File: src/hw/mtc_pkg.sv
// Shared constants, types and helpers of the memory table copy link
package mtc_pkg;
  // ----------------------------------------
  // Timing
  // ----------------------------------------
  localparam int CLK_PERIOD_NS = 40;
  localparam int STEP_GAP_NS = 2000;
  localparam int STEP_GAP_CYC = (STEP_GAP_NS + CLK_PERIOD_NS - 1) / CLK_PERIOD_NS;
  // ----------------------------------------
  // Tables and control word fields
  // ----------------------------------------
  localparam int N_ENTRY = 128;
  localparam int ENTRY_W = 16;
  localparam int HOST_MEM_N = 8;
  localparam int TYPE_LSB = 12;
  localparam logic [3:0] COPY_STRING = 4'h0;
  localparam logic [3:0] COPY_NUMERAL = 4'h1;
  localparam logic [3:0] COPY_INVALID = 4'hf;
  localparam logic [9:0] ENTRY_MAX = 10'h07f;
  localparam logic [15:0] LINK_RELAY_LAST = 16'h00c7;
  localparam logic [15:0] LINK_TO_GIO = 16'h03e8;
  // ----------------------------------------
  // Host register map and reset values
  // ----------------------------------------
  localparam int ADDR_W = 8;
  localparam logic [7:0] REG_LOC = 8'h00;
  localparam logic [7:0] REG_CMD = 8'h04;
  localparam logic [7:0] REG_STATUS = 8'h08;
  localparam logic [7:0] REG_WORDS = 8'h0c;
  localparam logic [2:0] REG_MEM_HI = 3'h1;
  localparam logic [3:0] RST_LOC_AREA = 4'ha;
  localparam logic [15:0] RST_LOC_ADDR = 16'h0000;
  localparam logic [1:0] RESP_OKAY = 2'h0;
  localparam logic [1:0] RESP_SLVERR = 2'h2;
  // ----------------------------------------
  // Enumerations
  // ----------------------------------------
  typedef enum logic [3:0] {
    AREA_GENERAL_IO = 4'h0, AREA_HOLD = 4'h1, AREA_AUX = 4'h2,
    AREA_LINK_RELAY = 4'h3, AREA_TIMER_PRESENT_VALUE = 4'h4,
    AREA_TIMER_DONE = 4'h5, AREA_COUNTER_PRESENT_VALUE = 4'h6,
    AREA_COUNTER_DONE = 4'h7, AREA_WORK = 4'h8, AREA_TASK_FLAG = 4'h9,
    AREA_DATA = 4'ha, AREA_EXT = 4'hb
  } mtc_area_t;
  typedef enum logic [2:0] {
    DEV_SWEEP = 3'h0, DEV_CTRL0 = 3'h1, DEV_CTRL1 = 3'h2,
    DEV_EVAL = 3'h3, DEV_DISP = 3'h4
  } mtc_dev_st_t;
  typedef enum logic [2:0] {
    HOST_IDLE = 3'h0, HOST_KILL = 3'h1, HOST_DEST = 3'h2,
    HOST_SRC = 3'h3, HOST_HOLD = 3'h4
  } mtc_host_st_t;
  // ----------------------------------------
  // Helpers
  // ----------------------------------------
  // Relay words 0..199 move to general words 1000..1199
  function automatic logic [19:0] mtc_xlate(input logic [3:0] area, input logic [15:0] addr);
    if (area == AREA_LINK_RELAY && addr <= LINK_RELAY_LAST)
      return {AREA_GENERAL_IO, 16'(addr + LINK_TO_GIO)};
    return {area, addr};
  endfunction
  // Areas able to hold the control area
  function automatic logic mtc_area_ok(input logic [3:0] area);
    return !(area inside {AREA_TIMER_PRESENT_VALUE, AREA_TIMER_DONE,
      AREA_COUNTER_PRESENT_VALUE, AREA_COUNTER_DONE, AREA_TASK_FLAG}) && area <= AREA_EXT;
  endfunction
  // Three BCD digits to entry index, top bit flags a legal index
  function automatic logic [7:0] mtc_bcd_idx(input logic [11:0] b);
    logic [9:0] v;
    logic ok;
    v = 10'(b[11:8]) * 10'h064 + 10'(b[7:4]) * 10'h00a + 10'(b[3:0]);
    ok = b[11:8] <= 4'h9 && b[7:4] <= 4'h9 && b[3:0] <= 4'h9 && v <= ENTRY_MAX;
    return {ok, v[6:0]};
  endfunction
endpackage

File: src/hw/mtc_link_if.sv
// Word read link between terminal unit and host controller
`timescale 1ns/1ns
`default_nettype none
interface mtc_link_if (
  input wire logic clk
);
  logic req;
  logic [3:0] area;
  logic [15:0] addr;
  logic ack;
  logic [15:0] data;
  modport dev (input clk, output req, output area, output addr, input ack, input data);
  modport host (input clk, input req, input area, input addr, output ack, output data);
endinterface
`default_nettype wire

File: src/hw/mtc_host.sv
// Host controller end: AXI4-Lite orders, copy setting words, link answers
//
// Implementation choices: the register offsets and the AXI4-Lite interface to the registers.
`timescale 1ns/1ns
`default_nettype none
module mtc_host
  import mtc_pkg::*;
(
  // Clock and reset
  input wire logic clk,
  input wire logic arst_n,
  // Link to terminal unit
  mtc_link_if.host lk,
  // AXI4-Lite write
  input wire logic [ADDR_W-1:0] s_axi_awaddr,
  input wire logic s_axi_awvalid,
  output logic s_axi_awready,
  input wire logic [31:0] s_axi_wdata,
  input wire logic [3:0] s_axi_wstrb,
  input wire logic s_axi_wvalid,
  output logic s_axi_wready,
  output logic [1:0] s_axi_bresp,
  output logic s_axi_bvalid,
  input wire logic s_axi_bready,
  // AXI4-Lite read
  input wire logic [ADDR_W-1:0] s_axi_araddr,
  input wire logic s_axi_arvalid,
  output logic s_axi_arready,
  output logic [31:0] s_axi_rdata,
  output logic [1:0] s_axi_rresp,
  output logic s_axi_rvalid,
  input wire logic s_axi_rready
);
  // ----------------------------------------
  // State
  // ----------------------------------------
  typedef struct packed {
    mtc_host_st_t st;
    logic [7:0] gap;
    logic awp;
    logic [ADDR_W-1:0] awaddr;
    logic wp;
    logic [31:0] wdata;
    logic [3:0] wstrb;
    logic bvalid;
    logic [1:0] bresp;
    logic rvalid;
    logic [31:0] rdata;
    logic [1:0] rresp;
    logic [19:0] loc;
    logic loc_err;
    logic cmd_ref;
    logic [31:0] cmd;
    logic [15:0] w0;
    logic [15:0] w1;
    logic [HOST_MEM_N-1:0][15:0] mem;
    logic ack;
    logic [15:0] ldata;
  } mtc_host_state_t;

  mtc_host_state_t cur;
  mtc_host_state_t next_cur;
  logic [31:0] wval;
  logic [19:0] cloc;
  logic [31:0] status;

  // Byte lane merge over the old register value
  function automatic logic [31:0] merge(input logic [31:0] old, input logic [31:0] nw, input logic [3:0] s);
    logic [31:0] r;
    r = old;
    for (int i = 0; i < 4; i++)
      if (s[i])
        r[8*i +: 8] = nw[8*i +: 8];
    return r;
  endfunction

  assign cloc = mtc_xlate(cur.loc[19:16], cur.loc[15:0]);
  assign status = {29'h0, cur.loc_err, cur.cmd_ref, cur.st != HOST_IDLE};
  assign s_axi_awready = !cur.awp;
  assign s_axi_wready = !cur.wp;
  assign s_axi_arready = !cur.rvalid;
  assign s_axi_bvalid = cur.bvalid;
  assign s_axi_bresp = cur.bresp;
  assign s_axi_rvalid = cur.rvalid;
  assign s_axi_rdata = cur.rdata;
  assign s_axi_rresp = cur.rresp;
  assign lk.ack = cur.ack;
  assign lk.data = cur.ldata;

  // ----------------------------------------
  // Next state
  // ----------------------------------------
  always_comb
  begin
    next_cur = cur;
    wval = 32'h0;
    // Capture address and data in either order
    if (s_axi_awvalid && !cur.awp)
    begin
      next_cur.awp = 1'b1;
      next_cur.awaddr = s_axi_awaddr;
    end
    if (s_axi_wvalid && !cur.wp)
    begin
      next_cur.wp = 1'b1;
      next_cur.wdata = s_axi_wdata;
      next_cur.wstrb = s_axi_wstrb;
    end
    if (cur.bvalid && s_axi_bready)
      next_cur.bvalid = 1'b0;
    // Copy setting update sequence, destination word first
    case (cur.st)
      HOST_IDLE:
      begin
      end
      HOST_KILL:
      begin
        next_cur.w0[TYPE_LSB+3:TYPE_LSB] = COPY_INVALID;
        next_cur.st = HOST_DEST;
        next_cur.gap = 8'(STEP_GAP_CYC);
      end
      HOST_DEST:
      begin
        if (cur.gap != 8'h00)
          next_cur.gap = 8'(cur.gap - 8'h01);
        else
        begin
          next_cur.w0 = cur.cmd[15:0];
          next_cur.st = HOST_SRC;
          next_cur.gap = 8'(STEP_GAP_CYC);
        end
      end
      HOST_SRC:
      begin
        if (cur.gap != 8'h00)
          next_cur.gap = 8'(cur.gap - 8'h01);
        else
        begin
          next_cur.w1 = {4'h0, cur.cmd[27:16]};
          next_cur.st = HOST_HOLD;
          next_cur.gap = 8'(STEP_GAP_CYC);
        end
      end
      HOST_HOLD:
      begin
        if (cur.gap != 8'h00)
          next_cur.gap = 8'(cur.gap - 8'h01);
        else
          next_cur.st = HOST_IDLE;
      end
      default:
      begin
        next_cur.st = HOST_IDLE;
      end
    endcase
    // Register write once both halves are held
    if (cur.awp && cur.wp && !cur.bvalid)
    begin
      next_cur.awp = 1'b0;
      next_cur.wp = 1'b0;
      next_cur.bvalid = 1'b1;
      next_cur.bresp = RESP_OKAY;
      if (cur.awaddr == REG_LOC)
      begin
        wval = merge({12'h0, cur.loc}, cur.wdata, cur.wstrb);
        if (mtc_area_ok(wval[19:16]))
        begin
          next_cur.loc = wval[19:0];
          next_cur.loc_err = 1'b0;
        end
        else
          next_cur.loc_err = 1'b1;
      end
      else if (cur.awaddr == REG_CMD)
      begin
        wval = merge(cur.cmd, cur.wdata, cur.wstrb);
        if (cur.st != HOST_IDLE)
          next_cur.cmd_ref = 1'b1;
        else
        begin
          next_cur.cmd = wval;
          next_cur.cmd_ref = 1'b0;
          next_cur.gap = 8'h00;
          // Same command again needs an invalid type in between
          if (wval[15:0] == cur.w0 && {4'h0, wval[27:16]} == cur.w1)
            next_cur.st = HOST_KILL;
          else
            next_cur.st = HOST_DEST;
        end
      end
      else if (cur.awaddr[7:5] == REG_MEM_HI)
      begin
        wval = merge({16'h0, cur.mem[cur.awaddr[4:2]]}, cur.wdata, cur.wstrb);
        next_cur.mem[cur.awaddr[4:2]] = wval[15:0]; // Only the low half is stored
      end
      else if (cur.awaddr != REG_STATUS && cur.awaddr != REG_WORDS)
        next_cur.bresp = RESP_SLVERR;
    end
    // Register read
    if (cur.rvalid && s_axi_rready)
      next_cur.rvalid = 1'b0;
    else if (s_axi_arvalid && !cur.rvalid)
    begin
      next_cur.rvalid = 1'b1;
      next_cur.rresp = RESP_OKAY;
      if (s_axi_araddr == REG_LOC)
        next_cur.rdata = {12'h0, cur.loc};
      else if (s_axi_araddr == REG_CMD)
        next_cur.rdata = cur.cmd;
      else if (s_axi_araddr == REG_STATUS)
        next_cur.rdata = status;
      else if (s_axi_araddr == REG_WORDS)
        next_cur.rdata = {cur.w1, cur.w0};
      else if (s_axi_araddr[7:5] == REG_MEM_HI)
        next_cur.rdata = {16'h0, cur.mem[s_axi_araddr[4:2]]};
      else
      begin
        next_cur.rdata = 32'h0;
        next_cur.rresp = RESP_SLVERR;
      end
    end
    // Link answer one cycle after a request
    next_cur.ack = lk.req && !cur.ack;
    if (lk.req && !cur.ack)
    begin
      if ({lk.area, lk.addr} == cloc)
        next_cur.ldata = cur.w0;
      else if ({lk.area, lk.addr} == 20'(cloc + 20'h00001))
        next_cur.ldata = cur.w1;
      else if (lk.area == AREA_DATA && lk.addr < 16'(HOST_MEM_N))
        next_cur.ldata = cur.mem[lk.addr[2:0]];
      else
        next_cur.ldata = 16'h0000;
    end
  end

  // ----------------------------------------
  // State register
  // ----------------------------------------
  always_ff @(posedge clk or negedge arst_n)
  begin
    if (!arst_n)
    begin
      cur <= '0;
      cur.loc <= {RST_LOC_AREA, RST_LOC_ADDR};
    end
    else
      cur <= next_cur;
  end
endmodule
`default_nettype wire

File: src/flat_wrapper.sv
// flat-port wrapper written by rule: the top's interface ports become plain ports
module mtc_host_flat import mtc_pkg::*;
  (clk, arst_n, s_axi_awaddr, s_axi_awvalid, s_axi_awready, s_axi_wdata, s_axi_wstrb, s_axi_wvalid, s_axi_wready, s_axi_bresp, s_axi_bvalid, s_axi_bready, s_axi_araddr, s_axi_arvalid, s_axi_arready, s_axi_rdata, s_axi_rresp, s_axi_rvalid, s_axi_rready, lk_req, lk_area, lk_addr, lk_ack, lk_data);
  mtc_link_if lk_i (.clk(clk));
  input wire logic clk;
  input wire logic arst_n;
  input wire logic [ADDR_W-1:0] s_axi_awaddr;
  input wire logic s_axi_awvalid;
  output logic s_axi_awready;
  input wire logic [31:0] s_axi_wdata;
  input wire logic [3:0] s_axi_wstrb;
  input wire logic s_axi_wvalid;
  output logic s_axi_wready;
  output logic [1:0] s_axi_bresp;
  output logic s_axi_bvalid;
  input wire logic s_axi_bready;
  input wire logic [ADDR_W-1:0] s_axi_araddr;
  input wire logic s_axi_arvalid;
  output logic s_axi_arready;
  output logic [31:0] s_axi_rdata;
  output logic [1:0] s_axi_rresp;
  output logic s_axi_rvalid;
  input wire logic s_axi_rready;
  input wire logic [$bits(lk_i.req)-1:0] lk_req;
  input wire logic [$bits(lk_i.area)-1:0] lk_area;
  input wire logic [$bits(lk_i.addr)-1:0] lk_addr;
  output wire logic [$bits(lk_i.ack)-1:0] lk_ack;
  output wire logic [$bits(lk_i.data)-1:0] lk_data;
  assign lk_i.req = lk_req;
  assign lk_i.area = lk_area;
  assign lk_i.addr = lk_addr;
  assign lk_ack = lk_i.ack;
  assign lk_data = lk_i.data;
  mtc_host u_core (.clk(clk), .arst_n(arst_n), .lk(lk_i), .s_axi_awaddr(s_axi_awaddr), .s_axi_awvalid(s_axi_awvalid), .s_axi_awready(s_axi_awready), .s_axi_wdata(s_axi_wdata), .s_axi_wstrb(s_axi_wstrb), .s_axi_wvalid(s_axi_wvalid), .s_axi_wready(s_axi_wready), .s_axi_bresp(s_axi_bresp), .s_axi_bvalid(s_axi_bvalid), .s_axi_bready(s_axi_bready), .s_axi_araddr(s_axi_araddr), .s_axi_arvalid(s_axi_arvalid), .s_axi_arready(s_axi_arready), .s_axi_rdata(s_axi_rdata), .s_axi_rresp(s_axi_rresp), .s_axi_rvalid(s_axi_rvalid), .s_axi_rready(s_axi_rready));
endmodule
File: config.mk
export PLATFORM = sky130hd
export DESIGN_NAME = mtc_host_flat
export DESIGN_NICKNAME = d
export VERILOG_FILES = /design/src/hw/mtc_pkg.sv /design/src/hw/mtc_link_if.sv /design/src/hw/mtc_host.sv /design/src/flat_wrapper.sv
export SDC_FILE = /design/constraint.sdc
export NUM_CORES = 1
export LEC_CHECK = 0
export BUFFER_PORTS_ARGS = -buffer_cell sky130_fd_sc_hd__buf_4
export CORE_MARGIN = 8
export CORE_UTILIZATION = 65
export CTS_BUF_LIST = sky130_fd_sc_hd__clkbuf_16
export DETAILED_ROUTE_END_ITERATION = 16
export MAX_ROUTING_LAYER = met4
export PLACE_DENSITY = 0.83
export SLEW_MARGIN = 30
export SYNTH_ARGS = -nofsm -noshare
export SYNTH_HDL_FRONTEND = slang
export SYNTH_SLANG_ARGS = --single-unit
File: constraint.sdc
create_clock -name clk -period 12.46 [get_ports clk]
set_input_delay 1.246 -clock clk [delete_from_list [all_inputs] [get_ports clk]]
set_output_delay 1.246 -clock clk [all_outputs]
set_load 0.01 [all_outputs]
==> flow_metrics.py, run 1 <==
metrics = {
    "yosys": {
        "yosys-top-cells-count": "dfrtp_1 (318), mux2_2 (251), nand2_1 (129)",
        "async_flop_share_pct": 100,
        "synth_top_area_share_pct": 43.0,
        "syn_avg_cell_area_um2": 12.0,
        "synthCells": 1546,
        "ys.flop_type": "dfrtp_1",
        "synth_area_um2": 18500,
        "synth_warnings": 0,
        "ys_top_cells_by_area": "dfrtp_1 (43%), mux2_2 (15%), mux4_2 (12%)",
        "yosys.area.top_type": "dfrtp_1",
        "ys_seq_area_share_pct": 43.3,
        "synth_edf_count": 0,
        "synth_cell_type_count": 85,
        "ys_ff_latch": 320,
        "synth.most_common_cell": "dfrtp_1",
    },
    "sta": {
        "setup_ws_ns": 7.24,
        "finClkSkew_ns": 0.0245,
        "hold-worst-slack_ns": 0.480,
        "fin_crit_sh_pct": 41.9,
        "hold_viol": 0,
        "fin_crit_ns": 5.22,
        "max_slew_margin_pct": 30.9,
        "tightest_slew_ns": 1.03,
        "rsz0062_at_grt": "false",
        "fin_tns_setup_ns": 0,
        "fmax_ghz": 0.192,
        "slew_viol_final": 0,
        "finalSetupViolations": 0,
    },
    "setup_path": {
        "startpoint_type": "flip-flop",
        "cp_max_fo": 16,
        "reg2reg_slack_ns": 7.24,
        "reg2reg_from": "u_core.cur[214]",
        "endpoint_kind": "flip-flop",
        "worstPathArrival_ns": 5.62,
        "timing.setup.critical_path_class": "flip-flop to flip-flop",
        "ff2ff_path_depth": 10,
        "cp_data_required_time_ns": 12.86,
        "startpoint": "u_core.cur[214]",
    },
    "routing": {
        "drc": 0,
        "drtPass1Iterations": 6,
        "via_per_inst": 6.84,
        "drtAntennaViolNets": 0,
        "wirelength_mm": 51.8,
        "drt_iter0_drc": 1358,
        "vias": 13606,
        "wire_per_inst_um": 26.1,
    },
    "final_layout": {
        "ff_latch_area_um2": 8010,
        "stdcell_count": 1988,
        "fill_cells": 1906,
        "nNetsFinal": 1672,
        "multi_input_area_um2": 9620,
        "final_core_util_pct": 73.5,
        "num_antenna_cells": 0,
        "final_layout_size_suffix_gt1_share_pct": 35.8,
        "areaGrowthSynthToFinish_pct": 10.9,
    },
    "global_route": {
        "grt_overflow_total": 0,
        "grt_pass1_wl_mm": 80.0,
        "grt_antenna_before_repair": 0,
        "grt_pass1_vias": 13830,
        "grt_max_degree": 111,
        "grt_use_total_pct": 31.4,
    },
    "floorplanning": {
        "ios": 138,
        "coreArea_um2": 27900,
        "die_h_um": 185,
        "dieArea_um2": 34100,
        "start_util_pct": 66.3,
        "fp.dieW_um": 185,
        "rows": 61,
    },
    "hold_path": {
        "hold_path.class": "flip-flop to flip-flop",
        "hp-start": "u_core.s_axi_rdata[0]",
        "hold-path-cell-count": 2,
    },
    "clock_network": {
        "clock-sinks": 320,
        "cts_buffer_depth": 3,
        "cts_made_buffers": 36,
        "post_cts_resized": 0,
        "cts_root_buf": "clkbuf_16",
        "clk_latency_ns": 0.54,
        "post_cts_buffers": 0,
        "cts_tree": "yes",
        "cts_hold_buffers": 0,
        "cts.clk_slew.worst_paths_ns": 0.06,
        "h-tree-depth": 2,
    },
    "power_and_ir_drop": {
        "power_density_nw_per_um2": 196,
        "power.leakage_nw": 9.39,
        "irDropWorstVdd_v": 0.000202,
    },
    "placement": {
        "hpwl_mm": 35.4,
        "dp.cells": 1926,
        "pre_cts_ws_ns": 7.39,
        "io_buffers": 135,
        "gp_congestion": 0.956,
    },
    "status": {
        "status": "finished clean",
    },
    "flow_run": {
        "maxCapViolations": 0,
    },
}
[flip-flops by register name, summed over array words and instances, names as in the netlist]
signal and flops:
u_core.cur 267, u_core.s_axi_rdata 32, u_core.lk.data 16, u_core.lk.ack 1
u_core.s_axi_bresp 1, u_core.s_axi_bvalid 1, u_core.s_axi_rresp 1, u_core.s_axi_rvalid 1
[final cells by class]
cell class	count	area share [%]
Clock buffer	36	4.39
Clock inverter	24	1.01
Inverter	18	0.329
Tap cell	378	2.30
Sequential cell	320	39.0
Multi-Input combinational cell	1054	46.8
Timing Repair Buffer	158	6.11
[critical path: stages, from the launching register on]
cell,delay [ns]
dfrtp_1,0.53
o311ai_0,0.81
nor4b_4,0.66
mux2_2,0.48
or4_4,0.53
or4_1,0.48
a211oi_1,0.24
o32ai_1,0.13
a2111o_1,0.74
mux2i_1,0.36
a21oi_1,0.12
[cell families (layout without fill, tap and decap cells)]
| logic type | count (synthesis) | in the layout | synth area share [%] |
|---|---|---|---|
| muxes | 450 | 450 | 32.5 |
| DFF | 320 | 320 | 43.3 |
| adders and majority gates | 6 | 6 | 0.379 |
| other | 1 | 2 | 0.0203 |
| xor gates and xnor gates | 63 | 63 | 2.98 |
| and+or+nand+nor | 328 | 328 | 9.01 |
| AOI/OAI and AO/OA | 205 | 205 | 6.73 |
| buffers and inverters | 173 | 236 | 5.10 |
[stage by stage]
stage	cell area, um2	total power (W)
global placement	19300	0.00292
floorplan	18500	0.00256
global route	20500	0.00421
detailed placement	19400	0.00299
CTS	20500	0.00402
finish	20500	0.00403
[report_power, final]
group | internal (W) | leakage (nW) | total, W | switching, W
sequential | 0.00133 | 4.28 | 0.00170 | 0.000367
clock | 0.000588 | 0.584 | 0.00102 | 0.000427
combinational | 0.000687 | 4.53 | 0.00132 | 0.000633
total | 0.00261 | 9.39 | 0.00403 | 0.00143
[cells in the final DEF (no fill, tap or decap), types with 4 or more instances in the layout]
master / n
o21ai_1: 16
buf_4: 148
clkbuf_16: 36
nor4_1: 19
nor3_1: 16
a21oi_1: 25
dfrtp_1: 317
a31oi_1: 10
nand2b_1: 14
a22o_1: 4
buf_6: 5
nor3b_1: 4
ha_1: 4
clkinv_1: 5
xor2_1: 22
xnor2_1: 41
nand3_1: 19
o21ai_0: 79
mux2i_1: 103
nand4_1: 13
nor2_1: 53
or3_1: 9
nand4b_1: 6
o22ai_1: 30
mux2_2: 251
nand2_1: 128
inv_1: 28
a222oi_1: 4
mux4_2: 96
o211ai_1: 4
or4_1: 9
[final timing paths]
path                                          to
setup reg to reg               u_core.lk.data[4]
hold reg to reg            u_core.s_axi_rdata[0]
max in group asynchronous        u_core.cur[122]
min in group asynchronous  u_core.s_axi_rdata[2]
setup / recovery               u_core.lk.data[4]
hold / removal             u_core.s_axi_rdata[0]
[routing by layer]
layer	track usage, %	share of wire (%)	vias up
li1	-	-	5792
met3	5.43	8.6	203
met1	38.7	38	6879
met4	14.7	5.2	0
met2	50.3	48	732
met5	-	0	-
Note: power is estimated with default switching activity, not from simulation.
==> inputs of run 2 (changes only) <==
--- a/config.mk
+++ b/config.mk
@@ -7,11 +7,11 @@
 export LEC_CHECK = 0
 export BUFFER_PORTS_ARGS = -buffer_cell sky130_fd_sc_hd__buf_4
 export CORE_MARGIN = 8
-export CORE_UTILIZATION = 65
+export CORE_UTILIZATION = 55
 export CTS_BUF_LIST = sky130_fd_sc_hd__clkbuf_16
 export DETAILED_ROUTE_END_ITERATION = 16
 export MAX_ROUTING_LAYER = met4
-export PLACE_DENSITY = 0.83
+export PLACE_DENSITY = 0.75
 export SLEW_MARGIN = 30
 export SYNTH_ARGS = -nofsm -noshare
 export SYNTH_HDL_FRONTEND = slang
==> constraint.sdc (replaced) <==
create_clock -name clk -period 4.8 [get_ports clk]
set_input_delay 0.48 -clock clk [delete_from_list [all_inputs] [get_ports clk]]
set_output_delay 0.48 -clock clk [all_outputs]
set_load 0.01 [all_outputs]
==> flow_metrics.py, run 2 (synthesis gave the netlist of run 1 again) <==
metrics = {
    "floorplanning": {
        "rows": 67,
        "die_h_um": 199,
        "ios": 138,
        "fp.dieW_um": 199,
        "start_util_pct": 55.5,
        "dieArea_um2": 39800,
        "coreArea_um2": 33400,
    },
    "sta": {
        "fin_crit_ns": 4.49,
        "finClkSkew_ns": 0.0207,
        "fmax_ghz": 0.222,
        "slew_viol_final": 0,
        "finalSetupViolations": 0,
        "tightest_slew_ns": 0.996,
        "max_slew_margin_pct": 33.4,
        "fin_tns_setup_ns": 0,
        "hold-worst-slack_ns": -0.0435,
        "hold_viol": 8,
        "rsz0062_at_grt": "false",
        "fin_crit_sh_pct": 93.6,
    },
    "clock_network": {
        "cts.clk_slew.worst_paths_ns": 0.06,
        "clk_latency_ns": 0.52,
        "post_cts_resized": 0,
        "cts_hold_buffers": 0,
        "cts_tree": "yes",
        "cts_made_buffers": 36,
        "clock-sinks": 320,
        "h-tree-depth": 2,
        "post_cts_buffers": 0,
        "cts_root_buf": "clkbuf_16",
        "cts_buffer_depth": 3,
    },
    "routing": {
        "drtPass1Iterations": 5,
        "drt_iter0_drc": 985,
        "wirelength_mm": 51.0,
        "via_per_inst": 6.36,
        "wire_per_inst_um": 24.7,
        "drtAntennaViolNets": 0,
        "drc": 0,
        "vias": 13136,
    },
    "global_route": {
        "grt_use_total_pct": 26.8,
        "grt_pass1_wl_mm": 79.5,
        "grt_overflow_total": 0,
        "grt_max_degree": 98,
        "grt_pass1_vias": 13299,
        "grt_antenna_before_repair": 1,
    },
    "final_layout": {
        "fill_cells": 2659,
        "areaGrowthSynthToFinish_pct": 11.3,
        "final_core_util_pct": 61.8,
        "largest_reg_flops": 267,
        "final_common_cell": "dfrtp_1",
        "top_register": "u_core.cur",
        "layout_common_cells": "dfrtp_1 (317), mux2_2 (251), buf_4 (161)",
        "ff_latch_area_um2": 8010,
        "nNetsFinal": 1682,
        "final_layout_size_suffix_gt1_share_pct": 36.2,
        "multi_input_area_um2": 9620,
    },
    "placement": {
        "hpwl_mm": 36.1,
        "gp_congestion": 0.958,
        "io_buffers": 135,
    },
    "power_and_ir_drop": {
        "power.leakage_nw": 9.38,
        "irDropWorstVdd_v": 0.000358,
        "power_density_nw_per_um2": 499,
    },
    "setup_path": {
        "startpoint_type": "flip-flop",
        "worstPathArrival_ns": 4.87,
        "crit_buf_inv": 1,
        "endpoint_kind": "flip-flop",
        "path_cells": "ha_1 > or4_1 > nor4_1 > nor2_2 > or4_4 > or4_1 > a211oi_1 > o32ai_1 > a2111o_1 > buf_4 > mux2i_1 > a21oi_1",
        "cp_data_required_time_ns": 5.18,
        "path_delay_family": "simple AND/OR/NAND/NOR gates",
        "max_stage_delay_ns": 0.58,
        "slowest_stage": "or4_4",
        "timing.setup.critical_path_class": "flip-flop to flip-flop",
        "critPathMostFrequentCell": "or4_1",
        "cp_max_fo": 16,
    },
    "flow_run": {
        "maxCapViolations": 0,
    },
    "status": {
        "status": "finished, violations left",
        "violations": "negative hold slack",
    },
    "hold_path": {
        "hold_path.class": "input pin to asynchronous set/reset pin",
    },
}
==> run 2: cell types whose count changed in the layout (fill, tap and decap cells not counted), moves of 2 or more <==
cell       change
buf_4         +13
bufinv_16      -3
inv_1          -7
clkbuf_16      +2
buf_8          -2
clkinv_1       +6
==> run 2: cell type report <==
type / instances / share of cell area [%]
Multi-Input combinational cell: 1054 / 46.7
Sequential cell: 320 / 38.9
Timing Repair Buffer: 168 / 6.31
Clock buffer: 38 / 4.61
Tap cell: 448 / 2.72
Clock inverter: 20 / 0.486
Inverter: 18 / 0.328
Antenna cell: 1 / 0.0121
==> run 2: power breakdown <==
part / internal [W] / switching (W)
Clock: 0.00142 / 0.00107
Sequential: 0.00345 / 0.000955
Combinational: 0.00179 / 0.00160
==> run 2: routing by layer <==
layer / part of all wire (%) / track usage, % / vias to the layer above
li1: - / - / 5824
met1: 40 / 33.3 / 6639
met2: 49 / 43.0 / 529
met3: 6.7 / 4.68 / 144
met4: 4.8 / 11.5 / 0
met5: 0 / - / -
==> run 2: final timing paths <==
kind                                        start                     end  slack (ns)  depth (start not counted)
setup / recovery                  u_core.cur[215]       u_core.lk.data[2]        0.31                         12
min in group clk                     s_axi_bready     u_core.s_axi_bvalid        0.13                          2
hold reg to reg            u_core.s_axi_rdata[10]  u_core.s_axi_rdata[10]        0.48                          2
max in group asynchronous                  arst_n         u_core.cur[222]        3.70                          2
hold / removal                             arst_n         u_core.cur[304]       -0.04                          1
setup reg to reg                  u_core.cur[215]       u_core.lk.data[2]        0.31                         12
==> run 2: metrics by stage <==
stage	total power, W	setup slack (ns)	instances	cell area, um2
3_5_place_dp	0.00778	0.367	2008	19600
5_1_grt	0.0108	0.0691	2067	20600
6_report	0.0103	0.305	2067	20600
2_1_floorplan	0.00664	0.587	1547	18500
4_1_cts	0.0103	0.354	2066	20600
3_3_place_gp	0.00761	0.419	2003	19500
==> run 2: worst reg2reg max path: cells and delay by family (launching register included) <==
kind	cells	cell delay, ns
adder cells (fa/ha/maj)	1	0.35
flip-flops	1	0.51
AO/OA/AOI/OAI	4	0.87
AND/OR/NAND/NOR	5	2.19
buffers and inverters	1	0.24
multiplexers	1	0.19
